===== src/core/pfx_pkg.sv =====
// package: register indices, field positions, reset values and modes of the
// port and floppy extended setup registers
// assumes: one 20 MHz clock, synchronous active-low reset
package pfx_pkg;
  // ************************************************************
  // register indices and reset values
  // ************************************************************
  localparam logic [7:0] PFX_IDX_PORT_EXT   = 8'h04;
  localparam logic [7:0] PFX_IDX_FLOPPY_EXT = 8'h05;
  localparam logic [7:0] PFX_PORT_EXT_RST   = 8'h00;
  localparam logic [7:0] PFX_FLOPPY_EXT_RST = 8'h00;
  localparam logic [7:0] PFX_FLOPPY_RW_MASK = 8'h7C;
  // ************************************************************
  // port_extended_setup fields
  // ************************************************************
  localparam int PFX_PE_MODE_LO  = 0;
  localparam int PFX_PE_FOP_LO   = 2;
  localparam int PFX_PE_MUSIC1   = 4;
  localparam int PFX_PE_MUSIC2   = 5;
  localparam int PFX_PE_EPP17    = 6;
  localparam int PFX_PE_ALT_IR   = 7;
  // ************************************************************
  // floppy_extended_setup fields
  // ************************************************************
  localparam int PFX_FE_NONBURST = 2;
  localparam int PFX_FE_SWAP     = 5;
  localparam int PFX_FE_EXT4     = 6;
  // ************************************************************
  // modes and timing
  // ************************************************************
  typedef enum logic [1:0] {
    PFX_PAR_SPP     = 2'b00,
    PFX_PAR_EPP     = 2'b01,
    PFX_PAR_ECP     = 2'b10,
    PFX_PAR_ECP_EPP = 2'b11
  } pfx_par_mode_t;
  typedef enum logic [1:0] {
    PFX_FOP_NORMAL  = 2'b00,
    PFX_FOP_OPT_ONE = 2'b01,
    PFX_FOP_OPT_TWO = 2'b10,
    PFX_FOP_RSVD    = 2'b11
  } pfx_fop_t;
  typedef enum logic [1:0] {
    PFX_OP_SPP = 2'b00,
    PFX_OP_EPP = 2'b01,
    PFX_OP_ECP = 2'b10
  } pfx_op_t;
  localparam logic [2:0] PFX_ECR_SPP  = 3'b000;
  localparam logic [2:0] PFX_ECR_EPP  = 3'b100;
  localparam logic [3:0] PFX_DIV_STD  = 4'hD;
  localparam logic [3:0] PFX_DIV_MUS  = 4'hC;
  localparam logic [4:0] PFX_OVERSAMP = 5'h10;
endpackage


===== src/core/pfx_setup.sv =====
// port and floppy extended setup register pair with the steering they drive
// assumes: host reaches registers through config mode and index register;
// serial reference clock enable pulses arrive on the same CLK domain
//
// Contract
// - port setup at index 04H, resets to 00H
// - bits 1:0 pick parallel mode when unlocked
// - ECP plus EPP: ecr mode 100 gives EPP
// - ECP settings: ecr mode 000 gives standard
// - ECP settings: over two drives needs external decode
// - bits 3:2 floppy on parallel; 11 reserved
// - bit 4: port one divides 12 or 13
// - bit 5: port two divides 12 or 13
// - divide 12 then 16 gives music rate
// - bit 6 picks EPP variant 1.7
// - bit 7 routes infrared to alternate pins
// - alternate pins need zeroth register bits 11
// - floppy setup at index 05H, resets to 00H
// - bit 2 gives per-byte request and interrupt pulses while FIFO enabled
// - bit 5 swaps drive and motor selects
// - bit 6 emits encoded selects for four drives
module pfx_setup
  import pfx_pkg::*;
(
  // clock and reset
  input  wire logic       CLK,
  input  wire logic       RESETN,
  // configuration access
  input  wire logic       CFG_MODE,
  input  wire logic [7:0] CFG_INDEX,
  input  wire logic       CFG_WR,
  input  wire logic       CFG_RD,
  input  wire logic [7:0] CFG_WDATA,
  output logic      [7:0] CFG_RDATA,
  output logic            CFG_RVALID,
  // neighbouring configuration bits
  input  wire logic       FIRST_CFG_BIT3,
  input  wire logic [1:0] ZEROTH_CFG_BITS,
  // parallel port control
  input  wire logic       ECR_WR,
  input  wire logic [2:0] ECR_MODE,
  output logic      [1:0] PAR_OP,
  output logic            EPP_V17,
  output logic      [1:0] FLOPPY_ON_PARALLEL,
  // serial clocks
  input  wire logic       SER_REF_EN,
  output logic            SER1_BAUD16_EN,
  output logic            SER2_BAUD16_EN,
  output logic            MUSIC_PORT_ONE,
  output logic            MUSIC_PORT_TWO,
  // infrared routing
  input  wire logic       INFRARED_TRANSMIT_IN,
  input  wire logic       INFRARED_RECEIVE,
  input  wire logic       ALT_INFRARED_RECEIVE,
  output logic            INFRARED_TRANSMIT,
  output logic            ALT_INFRARED_TRANSMIT,
  output logic            INFRARED_RX_OUT,
  // floppy drive selects and dma
  input  wire logic [1:0] FDC_DRIVE_NUM,
  input  wire logic [1:0] FDC_MOTOR_ON,
  input  wire logic       FDC_BYTE_DONE,
  input  wire logic       FDC_FIFO_EN,
  input  wire logic       FDC_DRQ_BURST,
  input  wire logic       FDC_IRQ_BURST,
  input  wire logic [1:0] DRIVE_COUNT_M1,
  output logic      [1:0] DRIVE_SEL,
  output logic      [1:0] MOTOR_SEL,
  output logic            FLOPPY_DMA_REQUEST,
  output logic            FLOPPY_INTERRUPT,
  output logic            DRIVE_CFG_ERR
);

  // ************************************************************
  // register file
  // ************************************************************
  logic [7:0] port_ext_r;
  logic [7:0] floppy_ext_r;
  logic       sel_port;
  logic       sel_floppy;

  function automatic logic hit(input logic md, input logic [7:0] idx, input logic [7:0] want);
    hit = md && (idx == want);
  endfunction

  assign sel_port   = hit(CFG_MODE, CFG_INDEX, PFX_IDX_PORT_EXT);
  assign sel_floppy = hit(CFG_MODE, CFG_INDEX, PFX_IDX_FLOPPY_EXT);

  always_ff @(posedge CLK) begin
    if (!RESETN) begin
      port_ext_r <= PFX_PORT_EXT_RST;
    end else if (CFG_WR && sel_port) begin
      port_ext_r <= CFG_WDATA;
    end
  end

  always_ff @(posedge CLK) begin
    if (!RESETN) begin
      floppy_ext_r <= PFX_FLOPPY_EXT_RST;
    end else if (CFG_WR && sel_floppy) begin
      floppy_ext_r <= CFG_WDATA & PFX_FLOPPY_RW_MASK;
    end
  end

  always_ff @(posedge CLK) begin
    if (!RESETN) begin
      CFG_RDATA  <= 8'h00;
      CFG_RVALID <= 1'b0;
    end else begin
      CFG_RVALID <= CFG_RD && (sel_port || sel_floppy);
      if (CFG_RD && sel_port) begin
        CFG_RDATA <= port_ext_r;
      end else if (CFG_RD && sel_floppy) begin
        CFG_RDATA <= floppy_ext_r & PFX_FLOPPY_RW_MASK;
      end else begin
        CFG_RDATA <= 8'h00;
      end
    end
  end

  // ************************************************************
  // parallel port mode
  // ************************************************************
  pfx_par_mode_t par_mode;
  logic          ecp_based;
  logic [1:0]    op_r;

  assign par_mode  = pfx_par_mode_t'(port_ext_r[PFX_PE_MODE_LO +: 2]);
  assign ecp_based = !FIRST_CFG_BIT3 &&
                     (par_mode == PFX_PAR_ECP || par_mode == PFX_PAR_ECP_EPP);

  always_ff @(posedge CLK) begin
    if (!RESETN) begin
      op_r <= PFX_OP_SPP;
    end else if (FIRST_CFG_BIT3) begin
      op_r <= PFX_OP_SPP;
    end else begin
      case (par_mode)
        PFX_PAR_SPP: begin
          op_r <= PFX_OP_SPP;
        end
        PFX_PAR_EPP: begin
          op_r <= PFX_OP_EPP;
        end
        default: begin
          if (ECR_WR && ECR_MODE == PFX_ECR_SPP) begin
            op_r <= PFX_OP_SPP;
          end else if (ECR_WR && ECR_MODE == PFX_ECR_EPP && par_mode == PFX_PAR_ECP_EPP) begin
            op_r <= PFX_OP_EPP;
          end else if (ECR_WR || (op_r == PFX_OP_EPP && par_mode != PFX_PAR_ECP_EPP)) begin
            op_r <= PFX_OP_ECP;
          end
        end
      endcase
    end
  end

  always_ff @(posedge CLK) begin
    if (!RESETN) begin
      PAR_OP             <= PFX_OP_SPP;
      EPP_V17            <= 1'b0;
      FLOPPY_ON_PARALLEL <= PFX_FOP_NORMAL;
    end else begin
      PAR_OP  <= op_r;
      EPP_V17 <= port_ext_r[PFX_PE_EPP17];
      if (pfx_fop_t'(port_ext_r[PFX_PE_FOP_LO +: 2]) == PFX_FOP_RSVD) begin
        FLOPPY_ON_PARALLEL <= PFX_FOP_NORMAL;
      end else begin
        FLOPPY_ON_PARALLEL <= port_ext_r[PFX_PE_FOP_LO +: 2];
      end
    end
  end

  // ************************************************************
  // serial clock dividers
  // ************************************************************
  logic [3:0] div1_r;
  logic [3:0] div2_r;
  logic [3:0] div1_end;
  logic [3:0] div2_end;

  function automatic logic [3:0] div_last(input logic music);
    div_last = (music ? PFX_DIV_MUS : PFX_DIV_STD) - 4'h1;
  endfunction

  assign div1_end = div_last(port_ext_r[PFX_PE_MUSIC1]);
  assign div2_end = div_last(port_ext_r[PFX_PE_MUSIC2]);

  // baud16 enable is the x16 sample rate; receiver divides by 16 more
  always_ff @(posedge CLK) begin
    if (!RESETN) begin
      div1_r         <= 4'h0;
      SER1_BAUD16_EN <= 1'b0;
    end else begin
      SER1_BAUD16_EN <= 1'b0;
      if (SER_REF_EN) begin
        if (div1_r >= div1_end) begin
          div1_r         <= 4'h0;
          SER1_BAUD16_EN <= 1'b1;
        end else begin
          div1_r <= div1_r + 4'h1;
        end
      end
    end
  end

  always_ff @(posedge CLK) begin
    if (!RESETN) begin
      div2_r         <= 4'h0;
      SER2_BAUD16_EN <= 1'b0;
    end else begin
      SER2_BAUD16_EN <= 1'b0;
      if (SER_REF_EN) begin
        if (div2_r >= div2_end) begin
          div2_r         <= 4'h0;
          SER2_BAUD16_EN <= 1'b1;
        end else begin
          div2_r <= div2_r + 4'h1;
        end
      end
    end
  end

  always_ff @(posedge CLK) begin
    if (!RESETN) begin
      MUSIC_PORT_ONE <= 1'b0;
      MUSIC_PORT_TWO <= 1'b0;
    end else begin
      MUSIC_PORT_ONE <= port_ext_r[PFX_PE_MUSIC1];
      MUSIC_PORT_TWO <= port_ext_r[PFX_PE_MUSIC2];
    end
  end

  // ************************************************************
  // infrared routing
  // ************************************************************
  logic ir_rx_s1;
  logic ir_rx_s2;
  logic ir_alt_s1;
  logic ir_alt_s2;
  logic alt_sel;
  logic alt_live;

  always_ff @(posedge CLK) begin
    if (!RESETN) begin
      ir_rx_s1  <= 1'b1;
      ir_rx_s2  <= 1'b1;
      ir_alt_s1 <= 1'b1;
      ir_alt_s2 <= 1'b1;
    end else begin
      ir_rx_s1  <= INFRARED_RECEIVE;
      ir_rx_s2  <= ir_rx_s1;
      ir_alt_s1 <= ALT_INFRARED_RECEIVE;
      ir_alt_s2 <= ir_alt_s1;
    end
  end

  assign alt_sel  = port_ext_r[PFX_PE_ALT_IR];
  assign alt_live = alt_sel && (ZEROTH_CFG_BITS == 2'b11);

  always_ff @(posedge CLK) begin
    if (!RESETN) begin
      INFRARED_TRANSMIT     <= 1'b0;
      ALT_INFRARED_TRANSMIT <= 1'b0;
      INFRARED_RX_OUT       <= 1'b1;
    end else begin
      INFRARED_TRANSMIT     <= alt_sel ? 1'b0 : INFRARED_TRANSMIT_IN;
      ALT_INFRARED_TRANSMIT <= alt_live ? INFRARED_TRANSMIT_IN : 1'b0;
      if (!alt_sel) begin
        INFRARED_RX_OUT <= ir_rx_s2;
      end else if (alt_live) begin
        INFRARED_RX_OUT <= ir_alt_s2;
      end else begin
        INFRARED_RX_OUT <= 1'b1;
      end
    end
  end

  // ************************************************************
  // floppy selects and dma
  // ************************************************************
  logic       swap;
  logic       ext4;
  logic [1:0] drv;
  logic [1:0] mot;

  assign swap = floppy_ext_r[PFX_FE_SWAP];
  assign ext4 = floppy_ext_r[PFX_FE_EXT4];
  assign drv  = (swap && !FDC_DRIVE_NUM[1]) ? {1'b0, ~FDC_DRIVE_NUM[0]} : FDC_DRIVE_NUM;
  assign mot  = swap ? {FDC_MOTOR_ON[0], FDC_MOTOR_ON[1]} : FDC_MOTOR_ON;

  always_ff @(posedge CLK) begin
    if (!RESETN) begin
      DRIVE_SEL     <= 2'b00;
      MOTOR_SEL     <= 2'b00;
      DRIVE_CFG_ERR <= 1'b0;
    end else begin
      MOTOR_SEL <= mot;
      if (ext4) begin
        DRIVE_SEL <= drv;
      end else begin
        DRIVE_SEL <= (drv[1]) ? 2'b00 : {drv[0], ~drv[0]};
      end
      DRIVE_CFG_ERR <= ecp_based && DRIVE_COUNT_M1[1] && !ext4;
    end
  end

  always_ff @(posedge CLK) begin
    if (!RESETN) begin
      FLOPPY_DMA_REQUEST <= 1'b0;
      FLOPPY_INTERRUPT   <= 1'b0;
    end else if (floppy_ext_r[PFX_FE_NONBURST] && FDC_FIFO_EN) begin
      FLOPPY_DMA_REQUEST <= FDC_BYTE_DONE;
      FLOPPY_INTERRUPT   <= FDC_BYTE_DONE;
    end else begin
      FLOPPY_DMA_REQUEST <= FDC_DRQ_BURST;
      FLOPPY_INTERRUPT   <= FDC_IRQ_BURST;
    end
  end
endmodule


===== config.mk =====
export PLATFORM = sky130hd
export DESIGN_NAME = pfx_setup
export DESIGN_NICKNAME = d
export VERILOG_FILES = /design/src/core/pfx_pkg.sv /design/src/core/pfx_setup.sv
export SDC_FILE = /design/constraint.sdc
export NUM_CORES = 1
export LEC_CHECK = 0
export BUFFER_PORTS_ARGS = -buffer_cell sky130_fd_sc_hd__buf_2
export CAP_MARGIN = 20
export CORE_MARGIN = 8
export CORE_UTILIZATION = 54
export DETAILED_ROUTE_END_ITERATION = 12
export GPL_TIMING_DRIVEN = 0
export PLACE_DENSITY = 0.84
export SETUP_SLACK_MARGIN = 0.1
export SLEW_MARGIN = 40
export SYNTH_ARGS = -nofsm -noshare
export SYNTH_HDL_FRONTEND = slang
export SYNTH_SLANG_ARGS = --single-unit

===== constraint.sdc =====
create_clock -name CLK -period 2.35 [get_ports CLK]
set_input_delay 0.3525 -clock CLK [delete_from_list [all_inputs] [get_ports CLK]]
set_output_delay 0.3525 -clock CLK [all_outputs]
set_load 0.005 [all_outputs]

**Yosys cells after proc, flatten, opt, wreduce, memory -nomap -nowiden**

Cells that the tools add are included.

- Flip-flop bits (word level): 55
- Logic and storage cells: 96

- Reduce and logical (&&, ||, !) cells: 31
- Equal/unequal tests: 10
- $add $sub $neg: 4
- $lt $le $gt $ge: 2
- Bitwise operators: 3
- Mux-type cells: 20

Operators by type and width:

| cell | number |
|---|---|
| $logic_and 1x1->1 | 17 |
| $eq 8x3->1 const B | 2 |
| $mux 2 | 7 |
| $add 4x1->4 const B | 2 |
| $eq 2x2->1 const B | 4 |
| $ge 4x4->1 | 2 |
| $mux 1 | 8 |
| $mux 4 | 2 |
| $mux 8 | 1 |
| $sub 3x2->4 const B | 2 |
| $mux 7 | 1 |
| $reduce_or 2->1 | 3 |
| $reduce_bool 5->1 | 1 |
| $eq 2x1->1 const B | 2 |
| $pmux 2 s2 | 1 |
| $reduce_and 2->1 | 2 |
| $eq 3x3->1 const B | 1 |
| $logic_not 1->1 | 3 |
| $logic_not 3->1 | 1 |
| $logic_or 1x1->1 | 3 |
| $not 1->1 | 3 |
| $logic_not 2->1 | 1 |
| $ne 2x2->1 const B | 1 |

**Logic depth before layout (Yosys ltp)**

- Depth in word-level cells: 7
- Gate-level depth with buffers: 6
- Gate-level depth less buffers: 6

**Worst setup path after synthesis**

OpenSTA, ideal clock, no wires.

- Kind: input to register
- From: in CFG_INDEX[5]
- To: reg floppy_ext_r[2]
- Setup time: 72 ps
- Stages on the path: 5
- Data arrival time: 1479 ps
- Slack: 799 ps
- Required time: 2278 ps
- Cells stage by stage: or4_4 > nor2_4 > and3_2 > buf_6 > mux2i_1

- Longest elaborated chain between the ends: 3

RTL lines:

| element | line | source |
|---|---|---|
| from (decl) | pfx_setup.sv:30 | `input wire logic [7:0] CFG_INDEX,` |
| $eq 8x3->1 | pfx_setup.sv:82 | `hit = md && (idx == want);` |
| $logic_and 1x1->1 | pfx_setup.sv:82 |  |
| $logic_and 1x1->1 | pfx_setup.sv:99 | `end else if (CFG_WR && sel_floppy) begin` |
| to (signal assigned) | pfx_setup.sv:100 | `floppy_ext_r <= CFG_WDATA & PFX_FLOPPY_RW_MASK;` |
| to (decl) | pfx_setup.sv:77 | `logic [7:0] floppy_ext_r;` |

Every way passes these cells.
A chain may end at the register's enable or synchronous reset.

**Worst setup path in the final report**

- From: reg div2_r[0]
- To: reg SER2_BAUD16_EN

- Longest elaborated chain between the ends: 2

RTL lines:

| element | line | source |
|---|---|---|
| from (decl) | pfx_setup.sv:177 | `logic [3:0] div2_r;` |
| from (signal assigned) | pfx_setup.sv:217 | `div2_r <= div2_r + 4'h1;` |
| $ge 4x4->1 | pfx_setup.sv:213 | `if (div2_r >= div2_end) begin` |
| $mux 1 | pfx_setup.sv:213 |  |
| to (signal assigned) | pfx_setup.sv:209 | `SER2_BAUD16_EN <= 1'b0;` |
| to (signal assigned) | pfx_setup.sv:211 | `SER2_BAUD16_EN <= 1'b0;` |
| to (signal assigned) | pfx_setup.sv:215 | `SER2_BAUD16_EN <= 1'b1;` |
| to (decl) | pfx_setup.sv:48 | `output logic SER2_BAUD16_EN,` |

Every way passes these cells.

==> summary.txt <==
Commonest non-fill, non-tap cells in the layout: buf_2 (65), dfxtp_1 (55), nand2_1 (31)
GRT overflow: 0
Detailed-route DRC error count: 0
CP startpoint kind: register
Gp weighted congestion: 0.806
Mapped cell area: 0.00221 mm2
Outcome: complete, no violations
Power Dens Cells: 618 mW/mm2
Post-Route WL: 4980 um
Worst-path clk slew: 90 ps
Sequential fraction of the synthesis area: 49.9%
RSZ-0062 raised after global routing: no
DRT antenna net count: 0
Cell Chain, Critical Path: inv_1 -> ha_1 -> nor2b_1 -> o21ai_0 -> and2_1 -> and3_1
Worst vdd ir: 0.388 mV
Slowest CP cell: dfxtp_1
Initial antenna violation count: 0
Clock root buffer: clkbuf_8
Fmax: 632 MHz
IO Count: 70
Vias post-DR: 1,800
Crit Path Category: reg -> reg
Core ar.: 0.00397 mm2
H-tree depth: 2
Met2 routed WL: 2450 um
Leak Pwr: 1.28 nW
CTS tree: yes
Max transition margin: 64.7%
Mapped Avg Cell Area: 9.63 um2
First-pass GRT wire length: 7830 um
Total Routing Usage GR: 15.3%
Area Overhead vs Synth: 22.2%
Synth Flop Type: dfxtp_1
Hold WC Path Type: in -> reg
CP peak stage delay: 410 ps
Crit path buffers/inverters: 1
Dpl ws: 616 ps
Final nets: 351
Ant. Diodes: 0
Mapped Nets: 279
Most common cell after layout, fill and taps aside: buf_2
Setup TNS: 0 ps
Starting Density: 55.5%
CP required: 2550 ps
Buffers on Ports: 65
Pwr Total: 1.67 mW
Final Setup Violations: 0
1st-pass router iterations: 4
Vias in the first global route: 1,717
Fin worst setup slack: 769 ps
Fill cell count: 323
Resized Gates After CTS: 0
Max-Cap Viols: 0
Final HPWL DP: 3680 um
Hold Buf Count CTS: 0
Total CTS buffers: 5
Die height: 79.9 um
Post-layout util: 67.9%
Die ar.: 0.00639 mm2
Die W: 79.9 um
EDFF count, synth: 0
Fin. max-slew vios: 0
Vias per std cell: 5.13
Fin crit share: 67.3%
CTS Sinks: 55
Synthesized flop and latch total: 55
Share of cells above drive strength 1: 26.6%
DRT iter0 DRCs: 140
Wire per inst: 14.2 um
Slew @ Worst Pin: 529 ps
Fin. Hold Viols: 0
Clk_skew: 4.47 ps
Tmin final: 1580 ps
Metal3 WL: 401 um
Rows: 23
Setup Buffers After CTS: 0
Clock buffer depth: 2
Max FO, Critical Path: 5
Post-synthesis cell count: 229
FFs w/ async S/R, synth: 0%
Latest clock arrival within the worst-skew pair: 300 ps
Top sig layer: met4
Synth warn: 0
Post-synthesis cell type count: 36
Crit path max-delay family: simple AND/OR/NAND/NOR gates
Crit. End Element: register
Pin count of the biggest net entering global routing: 16
CP arrival: 1780 ps
M1 WL: 2060 um
[state kept, by name, summed over array words and instances (netlist names), 2 cells and up]
register,flops
op_r,2
div1_r,4
MOTOR_SEL,2
floppy_ext_r,5
div2_r,4
DRIVE_SEL,2
port_ext_r,8
FLOPPY_ON_PARALLEL,2
CFG_RDATA,8
PAR_OP,2
[logic make-up (layout without fill, tap and decap cells)]
group,count (synthesis),after routing,share of synthesized area [%]
AOI/OAI and AO/OA,25,25,6.81
adders and majority gates,8,8,4.54
muxes,22,22,9.98
and+or+nand+nor,95,95,23.4
xor gates and xnor gates,2,2,0.794
DFF,55,55,49.9
buffers and inverters,22,94,4.59
[Yosys cell counts, drive strengths merged, types with 2 or more instances]
library cell	instances	area (um2)
dfxtp	55	1100
nand2	31	116
mux2i	22	220
nand3	12	65.1
nor2	12	52.6
clkbuf	10	37.5
inv	9	33.8
ha	8	100
nor2b	8	50.1
o21ai	8	40.0
a21oi	7	35.0
nand3b	7	56.3
nand2b	5	31.3
and2	4	25.0
and3	4	26.3
nor3b	4	30.0
buf	3	30.0
a21o	2	15.0
a31oi	2	12.5
nand4	2	12.5
nor3	2	10.0
o21a	2	15.0
xnor2	2	17.5
[final cells by class]
class                      count  area [um2]  share of cell area (%)
inverter                       9        33.8                    1.25
clock inverter                 1        30.0                    1.11
buffer                        13        67.6                    2.51
tap                           50        62.6                    2.32
multi-input combinational    152        1000                    37.2
clock buffer                   6        72.6                    2.69
timing repair buffer          65         325                    12.1
sequential                    55        1100                    40.8
[worst paths after layout]
check | startpoint | end | slack (ps) | cells after the start
worst min register to register | ir_alt_s1 | ir_alt_s2 | 420 | 1
worst max register to register | div2_r[0] | SER2_BAUD16_EN | 770 | 6
worst min-delay path | FIRST_CFG_BIT3 | op_r[0] | 220 | 2
worst max-delay path | div2_r[0] | SER2_BAUD16_EN | 770 | 6
[per-layer routing]
metal / GRT usage, % / vias up
met3: 4.28 / 8
met2: 26.4 / 59
met4: 5.45 / 0
met5: 0 / -
met1: 17.6 / 815
li1: - / 918
[metrics by stage]
step | hold WS (ps) | cell area [um2] | cells
global placement | 389 | 2590 | 344
finish | 224 | 2700 | 351
global route | 218 | 2700 | 351
detailed placement | 397 | 2590 | 344
CTS | 219 | 2700 | 351
floorplan | 386 | 2210 | 229
[power by group]
part / switching, mW / total, mW / internal (mW)
clock: 0.281 / 0.594 / 0.313
sequential: 0.0100 / 0.957 / 0.947
combinational: 0.0598 / 0.115 / 0.0556
total: 0.351 / 1.67 / 1.32
Power figures use the tool's default switching activity.
